--- src/mmc_map.svh ---
`ifndef MMC_MAP_SVH
`define MMC_MAP_SVH
// EEPROM serial commands
`define MMC_EEP_CMD_READ 8'h03
`define MMC_EEP_CMD_WREN 8'h06
`define MMC_EEP_CMD_WRITE 8'h02
// EEPROM layout
`define MMC_EEP_ADDR_COEF 8'h00
`define MMC_EEP_ADDR_TOTAL 8'h40
`define MMC_EEP_ADDR_CONV 8'h50
// Save overlays the stored total so the next start-up reloads it
`define MMC_EEP_ADDR_SAVE `MMC_EEP_ADDR_TOTAL
// Metering chip register map
`define MMC_CHIP_WRITE_BIT 8'h80
`define MMC_CHIP_ADDR_ENERGY 8'h02
`define MMC_CHIP_ADDR_COEF 8'h04
// Field sizes in bytes, and number of coefficients
`define MMC_TOTAL_BYTES 11
`define MMC_ENERGY_BYTES 3
`define MMC_CONV_BYTES 4
`define MMC_COEF_BYTES 2
`define MMC_NUM_COEF 8
// Binary point of the scaled total
`define MMC_FRAC_BITS 40
// Timing
`define MMC_CLK_PERIOD_NS 40
`define MMC_PD_TIME_NS 1400000
`define MMC_PD_CYCLES (`MMC_PD_TIME_NS / `MMC_CLK_PERIOD_NS)
`define MMC_SPI_HALF 4
`endif

--- src/mmc_pkg.sv ---
package mmc_pkg;
    typedef enum logic [3:0] {
        MMC_ST_RESET,
        MMC_ST_CAL,
        MMC_ST_COEF_RD,
        MMC_ST_COEF_WR,
        MMC_ST_TOTAL_RD,
        MMC_ST_CONV_RD,
        MMC_ST_RUN_RD,
        MMC_ST_PD_RD,
        MMC_ST_PD_WREN,
        MMC_ST_PD_WR,
        MMC_ST_HALT
    } mmc_state_e;

    typedef struct packed {
        logic sclk;
        logic mosi;
        logic cs_chip_n;
        logic cs_eep_n;
    } mmc_spi_s;
endpackage

--- src/mmc_top.sv ---
// Functional notes
// - Sample mode select at power-up; low calibrates
// - Relay every stored coefficient into metering chip
// - Load stored total and conversion coefficient
// - Running total register is eleven bytes
// - Normal measuring starts only after initialization
// - Read energy, scale, add to running total
// - Show updated kilowatt-hour total after each accumulation
// - Irq or sag in normal mode enters power-down
// - Calibration mode floats all four SPI output pins
// - Power-down save completes within 1.4 ms
// - Save running total and chip's pending energy
// - Next power-up reloads the saved total (not the saved energy), resumes normal
// - Energy read: select chip, command, clock in
`timescale 1ns/10ps
`include "mmc_map.svh"
module mmc_top #(
    parameter int NUM_COEF = `MMC_NUM_COEF,
    parameter int SPI_HALF = `MMC_SPI_HALF,
    parameter int PD_CYCLES = `MMC_PD_CYCLES
) (
    input wire logic clk,
    input wire logic rst_n,
    input wire logic mode_select_input,
    input wire logic irq_n,
    input wire logic sag_n,
    input wire logic miso,
    output mmc_pkg::mmc_spi_s spi_o,
    output mmc_pkg::mmc_spi_s spi_oe,
    output mmc_pkg::mmc_state_e mode,
    output logic [8*`MMC_TOTAL_BYTES-`MMC_FRAC_BITS-1:0] disp_kwh,
    output logic disp_stb,
    output logic save_done,
    output logic save_late
);
    localparam int TB = 8 * `MMC_TOTAL_BYTES;
    localparam int EB = 8 * `MMC_ENERGY_BYTES;
    localparam int CB = 8 * `MMC_CONV_BYTES;
    localparam int KB = 8 * `MMC_COEF_BYTES;
    localparam int FW = 128;

    logic [1:0] rst_q;
    logic rst_s_n;
    logic [1:0] mode_q, irq_q, sag_q, miso_q;

    mmc_pkg::mmc_state_e state_r, state_nxt;
    logic [TB-1:0] total_r, total_nxt;
    logic [CB-1:0] conv_r, conv_nxt;
    logic [EB-1:0] energy_r, energy_nxt;
    logic [KB-1:0] coef_r, coef_nxt;
    logic [7:0] idx_r, idx_nxt;
    logic [FW-1:0] tx_r, tx_nxt, rx_r, rx_nxt;
    logic [7:0] bits_r, bits_nxt;
    logic [7:0] div_r, div_nxt;
    logic busy_r, busy_nxt, sel_chip_r, sel_chip_nxt, launched_r, launched_nxt;
    logic [1:0] strap_r, strap_nxt;
    logic [31:0] pd_cnt_r, pd_cnt_nxt;
    mmc_pkg::mmc_spi_s spi_r, spi_nxt, oe_r, oe_nxt;
    logic [TB-`MMC_FRAC_BITS-1:0] kwh_r, kwh_nxt;
    logic stb_r, stb_nxt, done_r, done_nxt, late_r, late_nxt;
    logic tick, frame_done;
    logic [TB-1:0] product;

    always_ff @(posedge clk or negedge rst_n)
    begin
        if (!rst_n)
            rst_q <= 2'h0;
        else
            rst_q <= {rst_q[0], 1'b1};
    end
    assign rst_s_n = rst_q[1];

    always_ff @(posedge clk or negedge rst_s_n)
    begin
        if (!rst_s_n)
        begin
            mode_q <= 2'h3;
            irq_q <= 2'h3;
            sag_q <= 2'h3;
            miso_q <= 2'h0;
        end
        else
        begin
            mode_q <= {mode_q[0], mode_select_input};
            irq_q <= {irq_q[0], irq_n};
            sag_q <= {sag_q[0], sag_n};
            miso_q <= {miso_q[0], miso};
        end
    end

    assign tick = (div_r == 8'(SPI_HALF - 1));
    assign frame_done = busy_r && tick && spi_r.sclk && (bits_r == 8'h01);
    assign product = TB'(rx_r[EB-1:0]) * TB'(conv_r);

    always_comb
    begin
        state_nxt = state_r;
        total_nxt = total_r;
        conv_nxt = conv_r;
        energy_nxt = energy_r;
        coef_nxt = coef_r;
        idx_nxt = idx_r;
        tx_nxt = tx_r;
        rx_nxt = rx_r;
        bits_nxt = bits_r;
        div_nxt = 8'h00;
        busy_nxt = busy_r;
        sel_chip_nxt = sel_chip_r;
        launched_nxt = launched_r;
        strap_nxt = strap_r;
        pd_cnt_nxt = pd_cnt_r;
        kwh_nxt = kwh_r;
        stb_nxt = 1'b0;
        done_nxt = done_r;
        late_nxt = late_r;
        spi_nxt = spi_r;
        // Frame engine: shift out on falling edge, sample on rising edge
        if (busy_r)
        begin
            div_nxt = tick ? 8'h00 : div_r + 8'h01;
            if (tick && !spi_r.sclk)
            begin
                spi_nxt.sclk = 1'b1;
                rx_nxt = {rx_r[FW-2:0], miso_q[1]};
            end
            else if (tick)
            begin
                spi_nxt.sclk = 1'b0;
                tx_nxt = {tx_r[FW-2:0], 1'b0};
                bits_nxt = bits_r - 8'h01;
                if (bits_r == 8'h01)
                    busy_nxt = 1'b0;
            end
        end
        if (frame_done)
            launched_nxt = 1'b0;
        case (state_r)
            mmc_pkg::MMC_ST_RESET:
            begin
                strap_nxt = strap_r + 2'h1;
                if (strap_r == 2'h3)
                    state_nxt = mode_q[1] ? mmc_pkg::MMC_ST_COEF_RD
                                          : mmc_pkg::MMC_ST_CAL;
            end
            mmc_pkg::MMC_ST_CAL:
                state_nxt = mmc_pkg::MMC_ST_CAL;
            mmc_pkg::MMC_ST_COEF_RD:
            begin
                if (!launched_r)
                begin
                    tx_nxt = {`MMC_EEP_CMD_READ, 8'(`MMC_EEP_ADDR_COEF + 2 * idx_r),
                              {(FW-16){1'b0}}};
                    bits_nxt = 8'(16 + KB);
                end
                else if (frame_done)
                begin
                    coef_nxt = rx_r[KB-1:0];
                    state_nxt = mmc_pkg::MMC_ST_COEF_WR;
                end
            end
            mmc_pkg::MMC_ST_COEF_WR:
            begin
                if (!launched_r)
                begin
                    tx_nxt = {`MMC_CHIP_WRITE_BIT | 8'(`MMC_CHIP_ADDR_COEF + idx_r), coef_r,
                              {(FW-8-KB){1'b0}}};
                    bits_nxt = 8'(8 + KB);
                end
                else if (frame_done)
                begin
                    idx_nxt = idx_r + 8'h01;
                    if (idx_r == 8'(NUM_COEF - 1))
                        state_nxt = mmc_pkg::MMC_ST_TOTAL_RD;
                    else
                        state_nxt = mmc_pkg::MMC_ST_COEF_RD;
                end
            end
            mmc_pkg::MMC_ST_TOTAL_RD:
            begin
                if (!launched_r)
                begin
                    tx_nxt = {`MMC_EEP_CMD_READ, `MMC_EEP_ADDR_TOTAL, {(FW-16){1'b0}}};
                    bits_nxt = 8'(16 + TB);
                end
                else if (frame_done)
                begin
                    total_nxt = rx_r[TB-1:0];
                    state_nxt = mmc_pkg::MMC_ST_CONV_RD;
                end
            end
            mmc_pkg::MMC_ST_CONV_RD:
            begin
                if (!launched_r)
                begin
                    tx_nxt = {`MMC_EEP_CMD_READ, `MMC_EEP_ADDR_CONV, {(FW-16){1'b0}}};
                    bits_nxt = 8'(16 + CB);
                end
                else if (frame_done)
                begin
                    conv_nxt = rx_r[CB-1:0];
                    state_nxt = mmc_pkg::MMC_ST_RUN_RD;
                end
            end
            mmc_pkg::MMC_ST_RUN_RD, mmc_pkg::MMC_ST_PD_RD:
            begin
                if (!launched_r)
                begin
                    tx_nxt = {`MMC_CHIP_ADDR_ENERGY, {(FW-8){1'b0}}};
                    bits_nxt = 8'(8 + EB);
                end
                else if (frame_done)
                    energy_nxt = rx_r[EB-1:0];
            end
            mmc_pkg::MMC_ST_PD_WREN:
            begin
                if (!launched_r)
                begin
                    tx_nxt = {`MMC_EEP_CMD_WREN, {(FW-8){1'b0}}};
                    bits_nxt = 8'h08;
                end
                else if (frame_done)
                    state_nxt = mmc_pkg::MMC_ST_PD_WR;
            end
            mmc_pkg::MMC_ST_PD_WR:
            begin
                if (!launched_r)
                begin
                    tx_nxt = {`MMC_EEP_CMD_WRITE, `MMC_EEP_ADDR_SAVE, total_r, energy_r};
                    bits_nxt = 8'(16 + TB + EB);
                end
                else if (frame_done)
                begin
                    done_nxt = 1'b1;
                    late_nxt = (pd_cnt_r >= 32'(PD_CYCLES));
                    state_nxt = mmc_pkg::MMC_ST_HALT;
                end
            end
            mmc_pkg::MMC_ST_HALT:
                state_nxt = mmc_pkg::MMC_ST_HALT;
            default:
                state_nxt = mmc_pkg::MMC_ST_RESET;
        endcase
        if (state_r == mmc_pkg::MMC_ST_RUN_RD && launched_r && frame_done)
        begin
            total_nxt = total_r + product;
            kwh_nxt = total_nxt[TB-1:`MMC_FRAC_BITS];
            stb_nxt = 1'b1;
        end
        if (state_r == mmc_pkg::MMC_ST_PD_RD && launched_r && frame_done)
            state_nxt = mmc_pkg::MMC_ST_PD_WREN;
        // Power fail is checked only between reads; save ignores it afterwards
        if (state_r == mmc_pkg::MMC_ST_RUN_RD && !launched_r && (!irq_q[1] || !sag_q[1]))
            state_nxt = mmc_pkg::MMC_ST_PD_RD;
        else if (state_r != mmc_pkg::MMC_ST_RESET && state_r != mmc_pkg::MMC_ST_CAL &&
                 state_r != mmc_pkg::MMC_ST_HALT && !launched_r)
        begin
            launched_nxt = 1'b1;
            busy_nxt = 1'b1;
            sel_chip_nxt = (state_r == mmc_pkg::MMC_ST_COEF_WR) ||
                           (state_r == mmc_pkg::MMC_ST_RUN_RD) ||
                           (state_r == mmc_pkg::MMC_ST_PD_RD);
        end
        if (state_r == mmc_pkg::MMC_ST_PD_RD || state_r == mmc_pkg::MMC_ST_PD_WREN ||
            state_r == mmc_pkg::MMC_ST_PD_WR)
            pd_cnt_nxt = pd_cnt_r + 32'h1;
        spi_nxt.mosi = tx_nxt[FW-1];
        spi_nxt.cs_chip_n = !(busy_nxt && sel_chip_nxt);
        spi_nxt.cs_eep_n = !(busy_nxt && !sel_chip_nxt);
        oe_nxt = (state_nxt == mmc_pkg::MMC_ST_CAL || state_nxt == mmc_pkg::MMC_ST_RESET)
                 ? 4'h0 : 4'hF;
    end

    always_ff @(posedge clk or negedge rst_s_n)
    begin
        if (!rst_s_n)
        begin
            state_r <= mmc_pkg::MMC_ST_RESET;
            total_r <= '0;
            conv_r <= '0;
            energy_r <= '0;
            coef_r <= '0;
            idx_r <= 8'h00;
            tx_r <= '0;
            rx_r <= '0;
            bits_r <= 8'h00;
            div_r <= 8'h00;
            busy_r <= 1'b0;
            sel_chip_r <= 1'b0;
            launched_r <= 1'b0;
            strap_r <= 2'h0;
            pd_cnt_r <= 32'h0;
            spi_r <= 4'h3;
            oe_r <= 4'h0;
            kwh_r <= '0;
            stb_r <= 1'b0;
            done_r <= 1'b0;
            late_r <= 1'b0;
        end
        else
        begin
            state_r <= state_nxt;
            total_r <= total_nxt;
            conv_r <= conv_nxt;
            energy_r <= energy_nxt;
            coef_r <= coef_nxt;
            idx_r <= idx_nxt;
            tx_r <= tx_nxt;
            rx_r <= rx_nxt;
            bits_r <= bits_nxt;
            div_r <= div_nxt;
            busy_r <= busy_nxt;
            sel_chip_r <= sel_chip_nxt;
            launched_r <= launched_nxt;
            strap_r <= strap_nxt;
            pd_cnt_r <= pd_cnt_nxt;
            spi_r <= spi_nxt;
            oe_r <= oe_nxt;
            kwh_r <= kwh_nxt;
            stb_r <= stb_nxt;
            done_r <= done_nxt;
            late_r <= late_nxt;
        end
    end

    assign spi_o = spi_r;
    assign spi_oe = oe_r;
    assign mode = state_r;
    assign disp_kwh = kwh_r;
    assign disp_stb = stb_r;
    assign save_done = done_r;
    assign save_late = late_r;
endmodule // mmc_top

--- config.mk ---
export PLATFORM = sky130hd
export DESIGN_NAME = mmc_top
export DESIGN_NICKNAME = d
export VERILOG_FILES = /design/src/mmc_pkg.sv /design/src/mmc_top.sv
export VERILOG_INCLUDE_DIRS = /design/src /design/src/src
export SDC_FILE = /design/constraint.sdc
export NUM_CORES = 2
export LEC_CHECK = 0
export BUFFER_PORTS_ARGS = -buffer_cell sky130_fd_sc_hd__clkbuf_2
export CORE_ASPECT_RATIO = 1.5
export CORE_UTILIZATION = 39
export CTS_BUF_LIST = sky130_fd_sc_hd__clkbuf_16
export CTS_CLUSTER_DIAMETER = 50
export CTS_CLUSTER_SIZE = 30
export DETAILED_ROUTE_END_ITERATION = 10
export SYNTH_ARGS = -nofsm -noshare
export SYNTH_HDL_FRONTEND = slang
export SYNTH_SLANG_ARGS = --single-unit
--- constraint.sdc ---
create_clock -name clk -period 34 [get_ports clk]
set_input_delay 0 -clock clk [delete_from_list [all_inputs] [get_ports clk]]
set_output_delay 0 -clock clk [all_outputs]
set_load 0.02 [all_outputs]
==> qor.txt <==
outcome: finished, final reports clean
final wirelength: 131000 um
Storage cell area: 0.0127 sq mm
unrepaired setup endpoints after global routing: false
Yosys top cell by area: fa_1
largest net degree at the start of global routing: 148
Period minus WS final: 8.89 ns
postcts setup bufs: 0
total power divided by cell area: 26.3 mW/mm^2
Die H: 436 um
Yosys top cell area share: 29.2%
most used flip-flop cell after synthesis: dfrtp_1
FILL cells: 12000
Flop pwr share: 47.4%
clock root buffer: clkbuf_16
DRC Markers: 0
Initial Util: 39.5%
fin crit share: 26.1%
multi-input logic area: 0.0319 sq mm
Int Power: 952 uW
Syn Area/Cell: 9.54 sq um
length of the first detailed-routing pass in iterations: 5
top-count cell post-synth: inv_1
DR vias: 34800
clock slew seen by the registers of the worst setup and hold paths: 0.09 ns
Top Ports: 69
element type at the critical path end: flop
Leak: 26.1 nW
Die X: 291 um
sequential area share after synthesis: 25.9%
worst hold slack: 0.234 ns
Clock Tree Buf Depth: 3
Post-Synthesis Cells: 5128
Tot GR Track Use: 21.4%
Post-synth EDFFs: 0
die area: 0.127 sq mm
Synth Warn #: 0
Fin. Hold Viols: 0
vias in the first global route: 38000
initial antenna violation count: 2
ant diodes: 0
CTS resizes: 0
WP data arrival: 9.46 ns
clock sinks: 506
Max Cap Violations: 0
Clock Skews: 0.0591 ns
Yosys reg bits: 506
Max-slew headroom: 24.4%
Syn-to-layout area delta: 7.01%
final setup vio count: 0
Yosys cell types: 82
total gr overflow: 0
Inserted Clock Buffers: 41
H-tree depth: 2
ranking of synthesized cells by area: fa_1 29%, dfrtp_1 25%, inv_1 6.5%, nand2_1 5.9%, and2_1 5.2%
Synthesized Nets: 6046
GP Congestion: 0.913
cell area after synthesis: 0.0489 sq mm
worst-path fanout max: 25
nets: 5915
# rows: 158
Synth top cells by count: 844 x inv_1, 772 x nand2_1, 714 x fa_1, 498 x dfrtp_1, 406 x and2_1
layout cells sized above 1: 8.05%
sw power: 423 uW
worst endpoint required time: 34.57 ns
worst skew pair latency: 0.66 ns
first-pass GRT wire length: 215000 um
iteration-0 DRC count of the detailed router: 1937
Hold Path Class: in -> async
core area: 0.124 sq mm
Comb pwr share: 10.0%
CTS tree: done
Worst Setup Path Type: reg -> reg
final slew viol count: 0
hold_buf cts: 10
dpl hpwl: 98300 um
Clock power frac: 42.6%
routed len/inst: 19.8 um
Slew @ Worst Pin: 1.13 ns
Port Buffer Count: 68
Fin Setup TNS: 0 ns
Vias/cell: 5.26
asr flop ratio synth: 100%
Startpoint Class: flop
maximum vdd drop: 0.0432 mV
Antenna Nets Post-Route: 0
switching share of power: 30.8%
Max Freq: 112 MHz
[worst max-delay path: stages, from the launching register on]
cell and delay [ns]:
dfrtp_1 0.77, buf_4 0.48, nand2_1 0.13, fa_1 0.53, inv_1 0.06, fa_1 0.56, fa_1 0.45, fa_1 0.57
fa_1 0.45, fa_1 0.49, inv_1 0.05, fa_1 0.48, inv_1 0.05, ha_1 0.42, nand4_1 0.25, nor4_1 0.83
and4_1 0.30, nand3_1 0.31, a22oi_4 0.37, a21oi_1 0.12, buf_4 0.22, o41ai_1 0.73, a221o_1 0.21
[state kept, by name (all words and copies together), names as in the netlist, 8 cells and up]
register and cells:
disp_kwh 48, total_r 88, tx_r 127, idx_r 8, conv_r 32, bits_r 8, div_r 8, pd_cnt_r 32
rx_r 88, energy_r 24, coef_r 16
[cells by family (layout without fill, tap and decap cells)]
kind of cell	after synthesis	in the layout	synth area share, %
DFF	506	506	25.9
and+or+nand+nor	1548	1548	15.0
other	1	1	0.00766
muxes	279	279	6.12
AOI/OAI and AO/OA	600	600	7.57
adders and majority gates	913	913	34.3
xor gates and xnor gates	115	115	2.06
buffers and inverters	1166	1068	9.07
[metrics by stage]
stage	total power, mW	instance area, sq um	std cells	setup WS, ns	utilization [%]
final	1.37	52400	6630	25.11	42.2
after global routing	1.42	52400	6630	24.77	42.2
after CTS	1.39	52400	6630	25.07	42.2
after detailed placement	0.800	50600	6544	25.03	40.8
after global placement	0.798	50600	6544	25.07	40.8
after floorplan	0.756	48900	5128	18.87	-
[cell type report]
| class | count | share of cell area, % |
|---|---|---|
| Multi-Input combinational cell | 3456 | 60.9 |
| Inverter | 845 | 6.06 |
| Tap cell | 1600 | 3.82 |
| Timing Repair Buffer | 147 | 1.88 |
| Clock buffer | 42 | 2.01 |
| Sequential cell | 506 | 24.2 |
| Clock inverter | 34 | 1.17 |
[power groups by stage]
| stage | clock network [mW] | logic, mW | registers (mW) |
|---|---|---|---|
| 2_1_floorplan | 0 | 0.0951 | 0.661 |
| 3_3_place_gp | 0 | 0.135 | 0.662 |
| 3_5_place_dp | 0 | 0.137 | 0.663 |
| 4_1_cts | 0.602 | 0.138 | 0.652 |
| 5_1_grt | 0.618 | 0.150 | 0.656 |
| 6_report | 0.586 | 0.137 | 0.652 |
[layout by cell type (no fill, tap or decap), drive strengths merged, types with 118 or more instances in the layout]
cell type | synthesis | layout
nand2 | 772 | 772
ha | 198 | 198
fa | 714 | 714
inv | 845 | 865
dfrtp | 498 | 498
and2 | 407 | 407
mux2 | 161 | 161
a21oi | 147 | 147
mux2i | 118 | 118
o21ai | 219 | 219
nor2 | 144 | 144
[path summary, 6_finish.rpt]
check,startpoint,to,slack (ns),cells after the start
setup reg to reg,rx_r[20],total_r[79],25.11,22
max in group asynchronous,rst_q[1],tx_r[116],30.62,3
min in group clk,miso_q[0],miso_q[1],0.36,0
hold / removal,rst_n,rst_q[1],0.23,3
setup / recovery,rx_r[20],total_r[79],25.11,22
hold reg to reg,rst_q[1],disp_kwh[5],0.35,0
[layer usage]
layer  wire, um  track usage [%]  vias up
li1           -                -    15700
met1      50600             25.2    18000
met2      70000             39.8      918
met3       5190             1.74      302
met4       5610             8.73        0
met5          0                0        -
Power figures use the tool's default switching activity.
